[src/design/mps_pkg.sv]
// Constants and types for the module power sequencer.
// Notes on behaviour
// Key low 3 s while off powers up
// Host waits 30 ms stable supply first
// Key low 650 ms then release powers down
// Power-down command behaves like key turn-off
// Key held low after command restarts module
// Host cuts supply only after turn-off
// Key tied low gives automatic power-up
// Reset low 300 ms then release resets
// Reset touches baseband only, not power
// Sleep needs enable, idle wake pins, suspend
// Host USB data wakes sleeping module
// Pending report wakes host via USB
// Without remote wakeup, GPIO wakes host
// Restored USB supply wakes the module
// Level 0 disables card and RF
// Level 1 is full, and default
// Level 4 disables RF, rejects RF commands
// Shutdown: software off, rails still connected
// Key pulses shorter than minimum ignored
package mps_pkg;
  localparam int unsigned CLK_HZ = 25000000;
  localparam int unsigned ON_MS = 3000;
  localparam int unsigned OFF_MS = 650;
  localparam int unsigned RST_MS = 300;
  localparam int unsigned DOWN_MS = 100;
  localparam int unsigned ON_CYC = ON_MS * (CLK_HZ / 1000);
  localparam int unsigned OFF_CYC = OFF_MS * (CLK_HZ / 1000);
  localparam int unsigned RST_CYC = RST_MS * (CLK_HZ / 1000);
  localparam int unsigned DOWN_CYC = DOWN_MS * (CLK_HZ / 1000);
  localparam int CNT_W = 27;
  localparam logic [11:0] PIN_IDLE = 12'hc00; // Synchroniser value after reset: key and reset pins high.
  localparam logic [2:0] FUN_MIN = 3'h0;
  localparam logic [2:0] FUN_FULL = 3'h1;
  localparam logic [2:0] FUN_AIR = 3'h4;
  typedef enum logic [4:0] {
    MPS_OFF = 5'h01,
    MPS_ON = 5'h02,
    MPS_SLEEP = 5'h04,
    MPS_DOWN = 5'h08,
    MPS_REARM = 5'h10
  } mps_state_t;
endpackage

[src/design/mps_sequencer.sv]
// Power-state sequencer: key, reset, functionality level and sleep control.
`timescale 1ns/1ps
// Timing parameters count clock cycles, so a bench may shrink them for short runs.
// DOWN_CYC is the length of the shutdown itself, the same for key and command.
module mps_sequencer #(
  parameter int unsigned ON_CYC = mps_pkg::ON_CYC,
  parameter int unsigned OFF_CYC = mps_pkg::OFF_CYC,
  parameter int unsigned RST_CYC = mps_pkg::RST_CYC,
  parameter int unsigned DOWN_CYC = mps_pkg::DOWN_CYC
) (
  input wire logic i_core_clk,
  input wire logic i_rst_n,
  input wire logic i_ce,
  input wire logic i_power_key_input_n,
  input wire logic i_module_reset_n,
  input wire logic i_power_down_command,
  input wire logic i_fun_set,
  input wire logic [2:0] i_fun_level,
  input wire logic i_rf_cmd,
  input wire logic i_sleep_enable,
  input wire logic i_wake_pins_active,
  input wire logic i_usb_suspend,
  input wire logic i_usb_host_data,
  input wire logic i_host_remote_wakeup,
  input wire logic i_host_suspend_capable,
  input wire logic i_usb_bus_supply_sense,
  input wire logic i_unsolicited_report,
  output logic o_powered,
  output logic o_software_active,
  output logic o_baseband_reset_n,
  output logic o_rails_connected,
  output logic o_sim_enable,
  output logic o_rf_enable,
  output logic o_rf_cmd_reject,
  output logic o_sleeping,
  output logic o_usb_remote_wake,
  output logic o_gpio_host_wake
);

  ////////////////////////////////////////////////////////////////////////
  // Two-flop synchronisers for every pin-sourced input.
  // The host capability straps are pins as well, so they are synchronised too,
  // even though they are expected to change only while no wake request stands.
  localparam int NS = 12;
  logic [NS-1:0] meta_r;
  logic [NS-1:0] sync_r;
  wire [NS-1:0] raw_in = {i_power_key_input_n, i_module_reset_n, i_power_down_command, i_sleep_enable,
    i_wake_pins_active, i_usb_suspend, i_usb_host_data, i_usb_bus_supply_sense, i_unsolicited_report,
    i_rf_cmd, i_host_remote_wakeup, i_host_suspend_capable};

  // Named views of the second stage; no logic ever reads the first stage.
  // A metastable first stage therefore has a full cycle to settle.
  wire key_low = ~sync_r[11];
  wire rst_low = ~sync_r[10];
  wire cmd_down = sync_r[9];
  wire slp_en = sync_r[8];
  wire wake_act = sync_r[7];
  wire usb_susp = sync_r[6];
  wire usb_data = sync_r[5];
  wire vbus = sync_r[4];
  wire report = sync_r[3];
  wire rf_cmd = sync_r[2];
  wire host_rw = sync_r[1];
  wire host_susp_cap = sync_r[0];

  // Idle level of every pin after reset avoids a false key press.
  always_ff @(posedge i_core_clk or negedge i_rst_n) begin
    if (!i_rst_n) begin
      meta_r <= mps_pkg::PIN_IDLE;
      sync_r <= mps_pkg::PIN_IDLE;
    end else if (i_ce) begin
      meta_r <= raw_in;
      sync_r <= meta_r;
    end
  end

  ////////////////////////////////////////////////////////////////////////
  // Low-duration counters for key and reset pins; saturate at the top.
  // Saturation keeps a key held for minutes from wrapping and looking short.
  logic [mps_pkg::CNT_W-1:0] key_cnt_r;
  logic [mps_pkg::CNT_W-1:0] rst_cnt_r;
  logic [mps_pkg::CNT_W-1:0] tmr_r;
  logic key_low_d_r;
  logic rst_low_d_r;
  wire [mps_pkg::CNT_W-1:0] cnt_max = {mps_pkg::CNT_W{1'b1}};
  // Turn-on fires on the last count so the press length matches the minimum.
  wire key_on_ok = key_cnt_r >= mps_pkg::CNT_W'(ON_CYC - 1);
  wire key_off_ok = key_cnt_r >= mps_pkg::CNT_W'(OFF_CYC);
  wire key_release = key_low_d_r & ~key_low;
  // The reset pin acts on release after a long enough low, just like key turn-off.
  wire rst_fire = rst_low_d_r & ~rst_low & (rst_cnt_r >= mps_pkg::CNT_W'(RST_CYC));

  // Counters clear when the pin goes high so a short pulse is forgotten.
  always_ff @(posedge i_core_clk or negedge i_rst_n) begin
    if (!i_rst_n) begin
      key_cnt_r <= '0;
      rst_cnt_r <= '0;
      key_low_d_r <= 1'b0;
      rst_low_d_r <= 1'b0;
    end else if (i_ce) begin
      key_low_d_r <= key_low;
      rst_low_d_r <= rst_low;
      key_cnt_r <= !key_low ? '0 : (key_cnt_r == cnt_max ? key_cnt_r : key_cnt_r + 1'b1);
      rst_cnt_r <= !rst_low ? '0 : (rst_cnt_r == cnt_max ? rst_cnt_r : rst_cnt_r + 1'b1);
    end
  end

  ////////////////////////////////////////////////////////////////////////
  // Power state machine.
  mps_pkg::mps_state_t state_r;
  mps_pkg::mps_state_t state_nxt;
  logic cmd_d_r;
  wire cmd_rise = cmd_down & ~cmd_d_r;
  wire tmr_done = tmr_r >= mps_pkg::CNT_W'(DOWN_CYC - 1);
  wire sleep_ok = slp_en & ~wake_act & (usb_susp | ~vbus);
  // Host data, or bus supply back while the bus is not suspended, ends sleep.
  // A pending report does not: the module asks the host to resume instead and
  // stays asleep until it does, which also keeps sleep and run from alternating.
  wire wake_evt = usb_data | vbus & ~usb_susp;
  wire turn_off = key_release & key_off_ok | cmd_rise;

  // Key-off and command-off share the same down path and timing.
  always_comb begin
    state_nxt = state_r;
    unique case (state_r)
      mps_pkg::MPS_OFF: if (key_on_ok) state_nxt = mps_pkg::MPS_REARM;
      // Waiting for release keeps the turn-on press from also counting as turn-off.
      mps_pkg::MPS_REARM: if (!key_low) state_nxt = mps_pkg::MPS_ON;
      mps_pkg::MPS_ON: begin
        if (turn_off) state_nxt = mps_pkg::MPS_DOWN;
        else if (sleep_ok && !wake_evt) state_nxt = mps_pkg::MPS_SLEEP;
      end
      mps_pkg::MPS_SLEEP: begin
        if (turn_off) state_nxt = mps_pkg::MPS_DOWN;
        else if (wake_evt || !sleep_ok) state_nxt = mps_pkg::MPS_ON;
      end
      // A key still held low after the down period turns on again from off; its low time counts from the press, not from off.
      mps_pkg::MPS_DOWN: if (tmr_done) state_nxt = mps_pkg::MPS_OFF;
      // An illegal code falls back to off, the one state that is always safe.
      default: state_nxt = mps_pkg::MPS_OFF;
    endcase
  end

  // Power management state survives the baseband reset pin.
  // The down timer runs only in the down state and starts from zero each time.
  // The command edge detector starts low, matching the idle command pin.
  always_ff @(posedge i_core_clk or negedge i_rst_n) begin
    if (!i_rst_n) begin
      state_r <= mps_pkg::MPS_OFF;
      tmr_r <= '0;
      cmd_d_r <= 1'b0;
    end else if (i_ce) begin
      state_r <= state_nxt;
      cmd_d_r <= cmd_down;
      tmr_r <= (state_r == mps_pkg::MPS_DOWN && !tmr_done) ? tmr_r + 1'b1 : '0;
    end
  end

  ////////////////////////////////////////////////////////////////////////
  // Functionality level and baseband reset pulse.
  // Only levels 0, 1 and 4 exist; any other code keeps the level in force, so a
  // corrupted command cannot leave the radio in an undefined mode.
  logic [2:0] fun_r;
  logic bb_rst_r;
  wire powered = state_r != mps_pkg::MPS_OFF;
  wire fun_legal = i_fun_level == mps_pkg::FUN_MIN || i_fun_level == mps_pkg::FUN_FULL ||
    i_fun_level == mps_pkg::FUN_AIR;

  // Level returns to full on every power-up; illegal levels are ignored.
  // The baseband reset is one cycle long; the power state is left alone.
  always_ff @(posedge i_core_clk or negedge i_rst_n) begin
    if (!i_rst_n) begin
      fun_r <= mps_pkg::FUN_FULL;
      bb_rst_r <= 1'b1;
    end else if (i_ce) begin
      if (!powered || rst_fire) fun_r <= mps_pkg::FUN_FULL;
      else if (i_fun_set && fun_legal) fun_r <= i_fun_level;
      bb_rst_r <= rst_fire;
    end
  end

  ////////////////////////////////////////////////////////////////////////
  // Registered outputs.
  wire run = powered && state_r != mps_pkg::MPS_DOWN;
  wire rf_on = run && fun_r == mps_pkg::FUN_FULL;
  wire sim_on = run && fun_r != mps_pkg::FUN_MIN;
  wire rf_reject = rf_cmd && !rf_on;
  wire sw_on = run && !bb_rst_r;

  // Host wake requests stand while asleep, suspended and with a report pending;
  // the host's strap picks the path, and a host with neither support gets none.
  // The request drops by itself once the host resumes and the module wakes.
  wire pend = state_r == mps_pkg::MPS_SLEEP && report && usb_susp;
  wire usb_wake = pend && host_rw;
  wire gpio_wake = pend && !host_rw && host_susp_cap;

  // Outputs are flopped so the pins never glitch on state decode.
  // The rails stay connected in every state; shutdown only stops software.
  always_ff @(posedge i_core_clk or negedge i_rst_n) begin
    if (!i_rst_n) begin
      o_powered <= 1'b0;
      o_software_active <= 1'b0;
      o_baseband_reset_n <= 1'b0;
      o_rails_connected <= 1'b1;
      o_sim_enable <= 1'b0;
      o_rf_enable <= 1'b0;
      o_rf_cmd_reject <= 1'b0;
      o_sleeping <= 1'b0;
      o_usb_remote_wake <= 1'b0;
      o_gpio_host_wake <= 1'b0;
    end else if (i_ce) begin
      o_powered <= powered;
      o_software_active <= sw_on;
      o_baseband_reset_n <= sw_on;
      o_rails_connected <= 1'b1;
      o_sim_enable <= sim_on;
      o_rf_enable <= rf_on;
      o_rf_cmd_reject <= rf_reject;
      o_sleeping <= state_r == mps_pkg::MPS_SLEEP;
      o_usb_remote_wake <= usb_wake;
      o_gpio_host_wake <= gpio_wake;
    end
  end

endmodule

[config.mk]
export PLATFORM = sky130hd
export DESIGN_NAME = mps_sequencer
export DESIGN_NICKNAME = d
export VERILOG_FILES = /design/src/design/mps_pkg.sv /design/src/design/mps_sequencer.sv
export SDC_FILE = /design/constraint.sdc
export NUM_CORES = 1
export LEC_CHECK = 0
export ABC_CLOCK_PERIOD_IN_PS = 4800
export BUFFER_PORTS_ARGS = -buffer_cell sky130_fd_sc_hd__buf_2
export CAP_MARGIN = 20
export CORE_MARGIN = 3
export CORE_UTILIZATION = 60
export DETAILED_ROUTE_END_ITERATION = 16
export PLACE_DENSITY_LB_ADDON = 0.3
export REMOVE_ABC_BUFFERS = 1
export SLEW_MARGIN = 20
export SYNTH_ARGS = -nofsm -noshare
export SYNTH_HDL_FRONTEND = slang
export SYNTH_SLANG_ARGS = --single-unit
[constraint.sdc]
create_clock -name i_core_clk -period 4.8 [get_ports i_core_clk]
set_input_delay 0.24 -clock i_core_clk [delete_from_list [all_inputs] [get_ports i_core_clk]]
set_output_delay 0.24 -clock i_core_clk [all_outputs]
set_load 0.05 [all_outputs]
==> impl_metrics.tcl <==
set metrics [dict create \
    capture_instance_of_the_worst_register_to_register_path "rst_cnt_r[15]$_DFFE_PN0P_" \
    worst_slew_margin_rel_pct 36.8 \
    portBuffers 27 \
    synth_seq_area_share_pct 49.1 \
    final.min_clock_period_ns 2.53 \
    highest_metal_layer_with_signal_wires "met4" \
    max_freq_mhz 396 \
    max_stage_delay_ns 0.55 \
    max-clock-path-buffers 2 \
    die_area_mm2 0.0119 \
    timing_max_transition_violations_final 0 \
    yosys_most_used_dff "sky130_fd_sc_hd__dfrtp_1" \
    yosysWarnings 0 \
    hp-start "i_fun_level[2]" \
    worst_setup_path_start_kind "register" \
    crit_path_end_kind "register" \
    tightest_slew_ns 0.948 \
    finalSetupTns_ns 0 \
    floorplan.initialDensity_pct 61.9 \
    coreArea_mm2 0.0103 \
    final.setup_skew_ns 0.00732 \
    number_of_hold_buffers_added_after_cts 13 \
    synth-simple-area-share_pct 23.4 \
    globalRouteOverflowTotal 0 \
    max_cap_violations 0 \
    synth-compound-area-share_pct 8.99 \
    floorplan.die.width_um 109 \
    post_synth_num_cell_types 71 \
    final_nets 706 \
    post-dp-hpwl_um 8510 \
    cts_tree "yes" \
    async_set_reset_flop_share_out_of_synthesis_pct 100 \
    postSynthRegisterBits 125 \
    synth.top_cells.by_count "sky130_fd_sc_hd__dfrtp_1 (118), sky130_fd_sc_hd__nor2_1 (92), sky130_fd_sc_hd__nand2_1 (42)" \
    met2RoutedLength_um 6420 \
    number_of_cts_inserted_buffers 17 \
    drt_pre_antenna_iters 5 \
    synth_top_area_share_pct 46.2 \
    floorplan.rows 37 \
    die_height_um 109 \
    gp_congestion 0.837 \
    place.detailed.instances 786 \
    synthCells 644 \
    global_route.usage.total_pct 23.4 \
    first_global_vias 4775 \
    rsz_0062_raised_after_global_routing "no" \
    route.detailed.drc 0 \
    timing.critical_path.slowest_stage_cell "sky130_fd_sc_hd__o211ai_1" \
    grt_pass1_wl_um 21900 \
    synthXorXnorAreaFrac_pct 8.09 \
    critical_path.reg2reg.startpoint "rst_cnt_r[20]$_DFFE_PN0P_" \
    htreeDepth 4 \
    route.layer.met1.wl_um 5790 \
    average_via_count_per_standard_cell 5.80 \
    yosysMostFrequentCell "sky130_fd_sc_hd__dfrtp_1" \
    synthAdderAreaFrac_pct 0.979 \
    post_cts.resized_instances 0 \
    crit_type "register to register" \
    min-delay-path-class "input pin to register" \
    post_drt_wl_per_cell_um 15.4 \
    fin_crit_sh_pct 52.6 \
    worst-endpoint-arrival_ns 2.89 \
    setup_viol_count_final 0 \
    worstHoldPathCells 3 \
    reg2reg_depth 7 \
    area.growth.synth_to_final_pct 14.5 \
    cts.sinks 125 \
    synth_top_area_cell "sky130_fd_sc_hd__dfrtp_1" \
    timing.hold.worst_endpoint "fun_r[2]$_DFFE_PN0P_" \
    worst-path-buf-inv 0 \
    ant_nets 0 \
    synth.mux.area_fraction_pct 6.11 \
    instances_no_fill 831 \
    cpLargestDelayFamily "simple AND/OR/NAND/NOR gates" \
    mappedNetlistArea_mm2 0.00639 \
    result_of_the_run "complete, no violations" \
    final-hold-violation-count 0 \
    worstSkewPairLatency_ns 0.52 \
    grt_antenna_before_repair 0 \
    postCtsSetupBuffers 0 \
    cellPowerDensity_mw_per_mm2 359 \
    clock_edge_transition_at_the_registers_on_the_reported_setup_and_hold_paths_ns 0.05 \
    ir_drop_mv 0.344 \
    detail_route.wirelength_um 12800 \
    p_leak_uw 0.00318 \
    worstPathMaxFanout 7 \
    drt_first_iter_violations 390 \
    postSynthAreaPerCell_um2 9.92 \
    master_cell_of_the_clock_root_buffer "sky130_fd_sc_hd__clkbuf_8" \
    num_vias 4817 \
    synth_top_family_by_area "simple AND/OR/NAND/NOR gates" \
    required_ns 5.17 \
    critPathMostFrequentCell "sky130_fd_sc_hd__nor3_1" \
    routed-wl-met3_um 500 \
    io_pins 29 \
    crit_chain "nand3_1 > nor3_1 > nand4_1 > o211ai_1 > nor3_1 > xnor2_1 > nor2_1" \
    drive_gt1_share_pct 15.7 \
    count_of_flip_flops_with_a_built_in_enable_after_synthesis 0 \
    antennaDiodeCount 0 \
    setup.reg_to_reg.worst_slack_ns 2.27 \
    grt_max_degree 70 \
    synthTopCellsByArea "sky130_fd_sc_hd__dfrtp_1 (46%), sky130_fd_sc_hd__nor2_1 (5.4%), sky130_fd_sc_hd__xor2_1 (4.7%)" \
]
[logic make-up (layout without fill, tap and decap cells)]
kind of cell / count (synthesis) / after routing
AO/OA/AOI/OAI: 84 / 84
XOR/XNOR: 59 / 59
adder cells (fa/ha/maj): 5 / 5
buffers and inverters: 46 / 97
flip-flops: 125 / 125
multiplexers: 34 / 34
other: 1 / 1
AND/OR/NAND/NOR: 290 / 290
[report_power, final]
| group | internal [uW] | switching [uW] |
|---|---|---|
| clock network | 843 | 434 |
| registers | 1110 | 56.8 |
| logic | 74.7 | 102 |
| total | 2030 | 593 |
[layer usage]
| metal | vias up | GRT usage, % |
|---|---|---|
| li1 | 2344 | - |
| met1 | 2367 | 29.8 |
| met2 | 94 | 39.1 |
| met3 | 12 | 5.68 |
| met4 | 0 | 7.84 |
| met5 | - | 0 |
[through the flow]
stage | utilization, % | power (uW) | instance area [um^2] | worst slack (ns) | hold slack (ns)
2_1_floorplan | - | 1280 | 6260 | 1.87 | -0.0556
3_3_place_gp | 63.9 | 1340 | 6590 | 2.20 | 0.395
3_5_place_dp | 63.9 | 1360 | 6590 | 2.15 | 0.403
4_1_cts | 70.9 | 2640 | 7320 | 2.26 | 0.0442
5_1_grt | 70.9 | 2730 | 7320 | 1.99 | 0.0890
6_report | 70.9 | 2620 | 7320 | 2.27 | 0.0659
[cell usage in the layout (no fill, tap or decap), types with 4 or more instances in the layout]
cell type	synthesis	routed
sky130_fd_sc_hd__a31oi_1	5	5
sky130_fd_sc_hd__o31ai_1	5	5
sky130_fd_sc_hd__nand3_1	33	33
sky130_fd_sc_hd__buf_2	0	26
sky130_fd_sc_hd__dfrtp_1	118	118
sky130_fd_sc_hd__o21ai_1	20	20
sky130_fd_sc_hd__nor2_1	92	92
sky130_fd_sc_hd__mux2_2	26	26
sky130_fd_sc_hd__nor4b_1	5	5
sky130_fd_sc_hd__xnor2_1	25	25
sky130_fd_sc_hd__clkbuf_16	0	16
sky130_fd_sc_hd__or3_1	7	7
sky130_fd_sc_hd__o21ai_0	8	8
sky130_fd_sc_hd__a21oi_1	14	14
sky130_fd_sc_hd__dfstp_2	7	7
sky130_fd_sc_hd__nor3_1	23	23
sky130_fd_sc_hd__ha_1	5	5
sky130_fd_sc_hd__inv_1	21	21
sky130_fd_sc_hd__and2_1	4	4
sky130_fd_sc_hd__nor2b_1	8	8
sky130_fd_sc_hd__nand4_1	22	22
sky130_fd_sc_hd__nor4_1	4	4
sky130_fd_sc_hd__nand2b_1	7	7
sky130_fd_sc_hd__clkbuf_1	16	4
sky130_fd_sc_hd__clkbuf_8	0	5
sky130_fd_sc_hd__and4_1	7	7
sky130_fd_sc_hd__and3_1	14	14
sky130_fd_sc_hd__clkinv_2	0	4
sky130_fd_sc_hd__xor2_1	34	34
sky130_fd_sc_hd__dlygate4sd3_1	0	13
sky130_fd_sc_hd__nand2_1	42	42
sky130_fd_sc_hd__buf_4	2	4
[cell type report]
class / count / area, um^2
multi-input cells: 473 / 3040
well taps: 136 / 170
clock buffers: 25 / 484
repair buffers: 43 / 290
inverters: 22 / 82.6
flip-flops and latches: 125 / 3140
clock inverters: 7 / 110
fillers: 725 / 3010
[worst register-to-register path, delay by kind of cell (launching register included)]
family          cells  cell delay [ns]
compound gates      1             0.55
xor+xnor            1             0.19
flops               1             0.40
simple gates        5             1.24
[registers in the layout (all words and copies together) (netlist names), 3 cells and up]
signal / count
rst_cnt_r: 27
tmr_r: 27
key_cnt_r: 27
meta_r: 12
fun_r: 3
state_r: 5
sync_r: 12
[worst max-delay path by stage]
| stage | start | to | cells past startpoint |
|---|---|---|---|
| 2_1_floorplan | tmr_r[0]$_DFFE_PN0P_ | state_r[1]$_DFFE_PN0P_ | 8 |
| 3_3_place_gp | i_ce | key_cnt_r[23]$_DFFE_PN0P_ | 9 |
| 3_5_place_dp | i_ce | key_cnt_r[23]$_DFFE_PN0P_ | 9 |
| 4_1_cts | rst_cnt_r[20]$_DFFE_PN0P_ | rst_cnt_r[15]$_DFFE_PN0P_ | 7 |
| 5_1_grt | rst_cnt_r[20]$_DFFE_PN0P_ | rst_cnt_r[15]$_DFFE_PN0P_ | 7 |
| 6_report | rst_cnt_r[20]$_DFFE_PN0P_ | rst_cnt_r[15]$_DFFE_PN0P_ | 7 |
No activity file was read; power rests on OpenSTA's default activity.
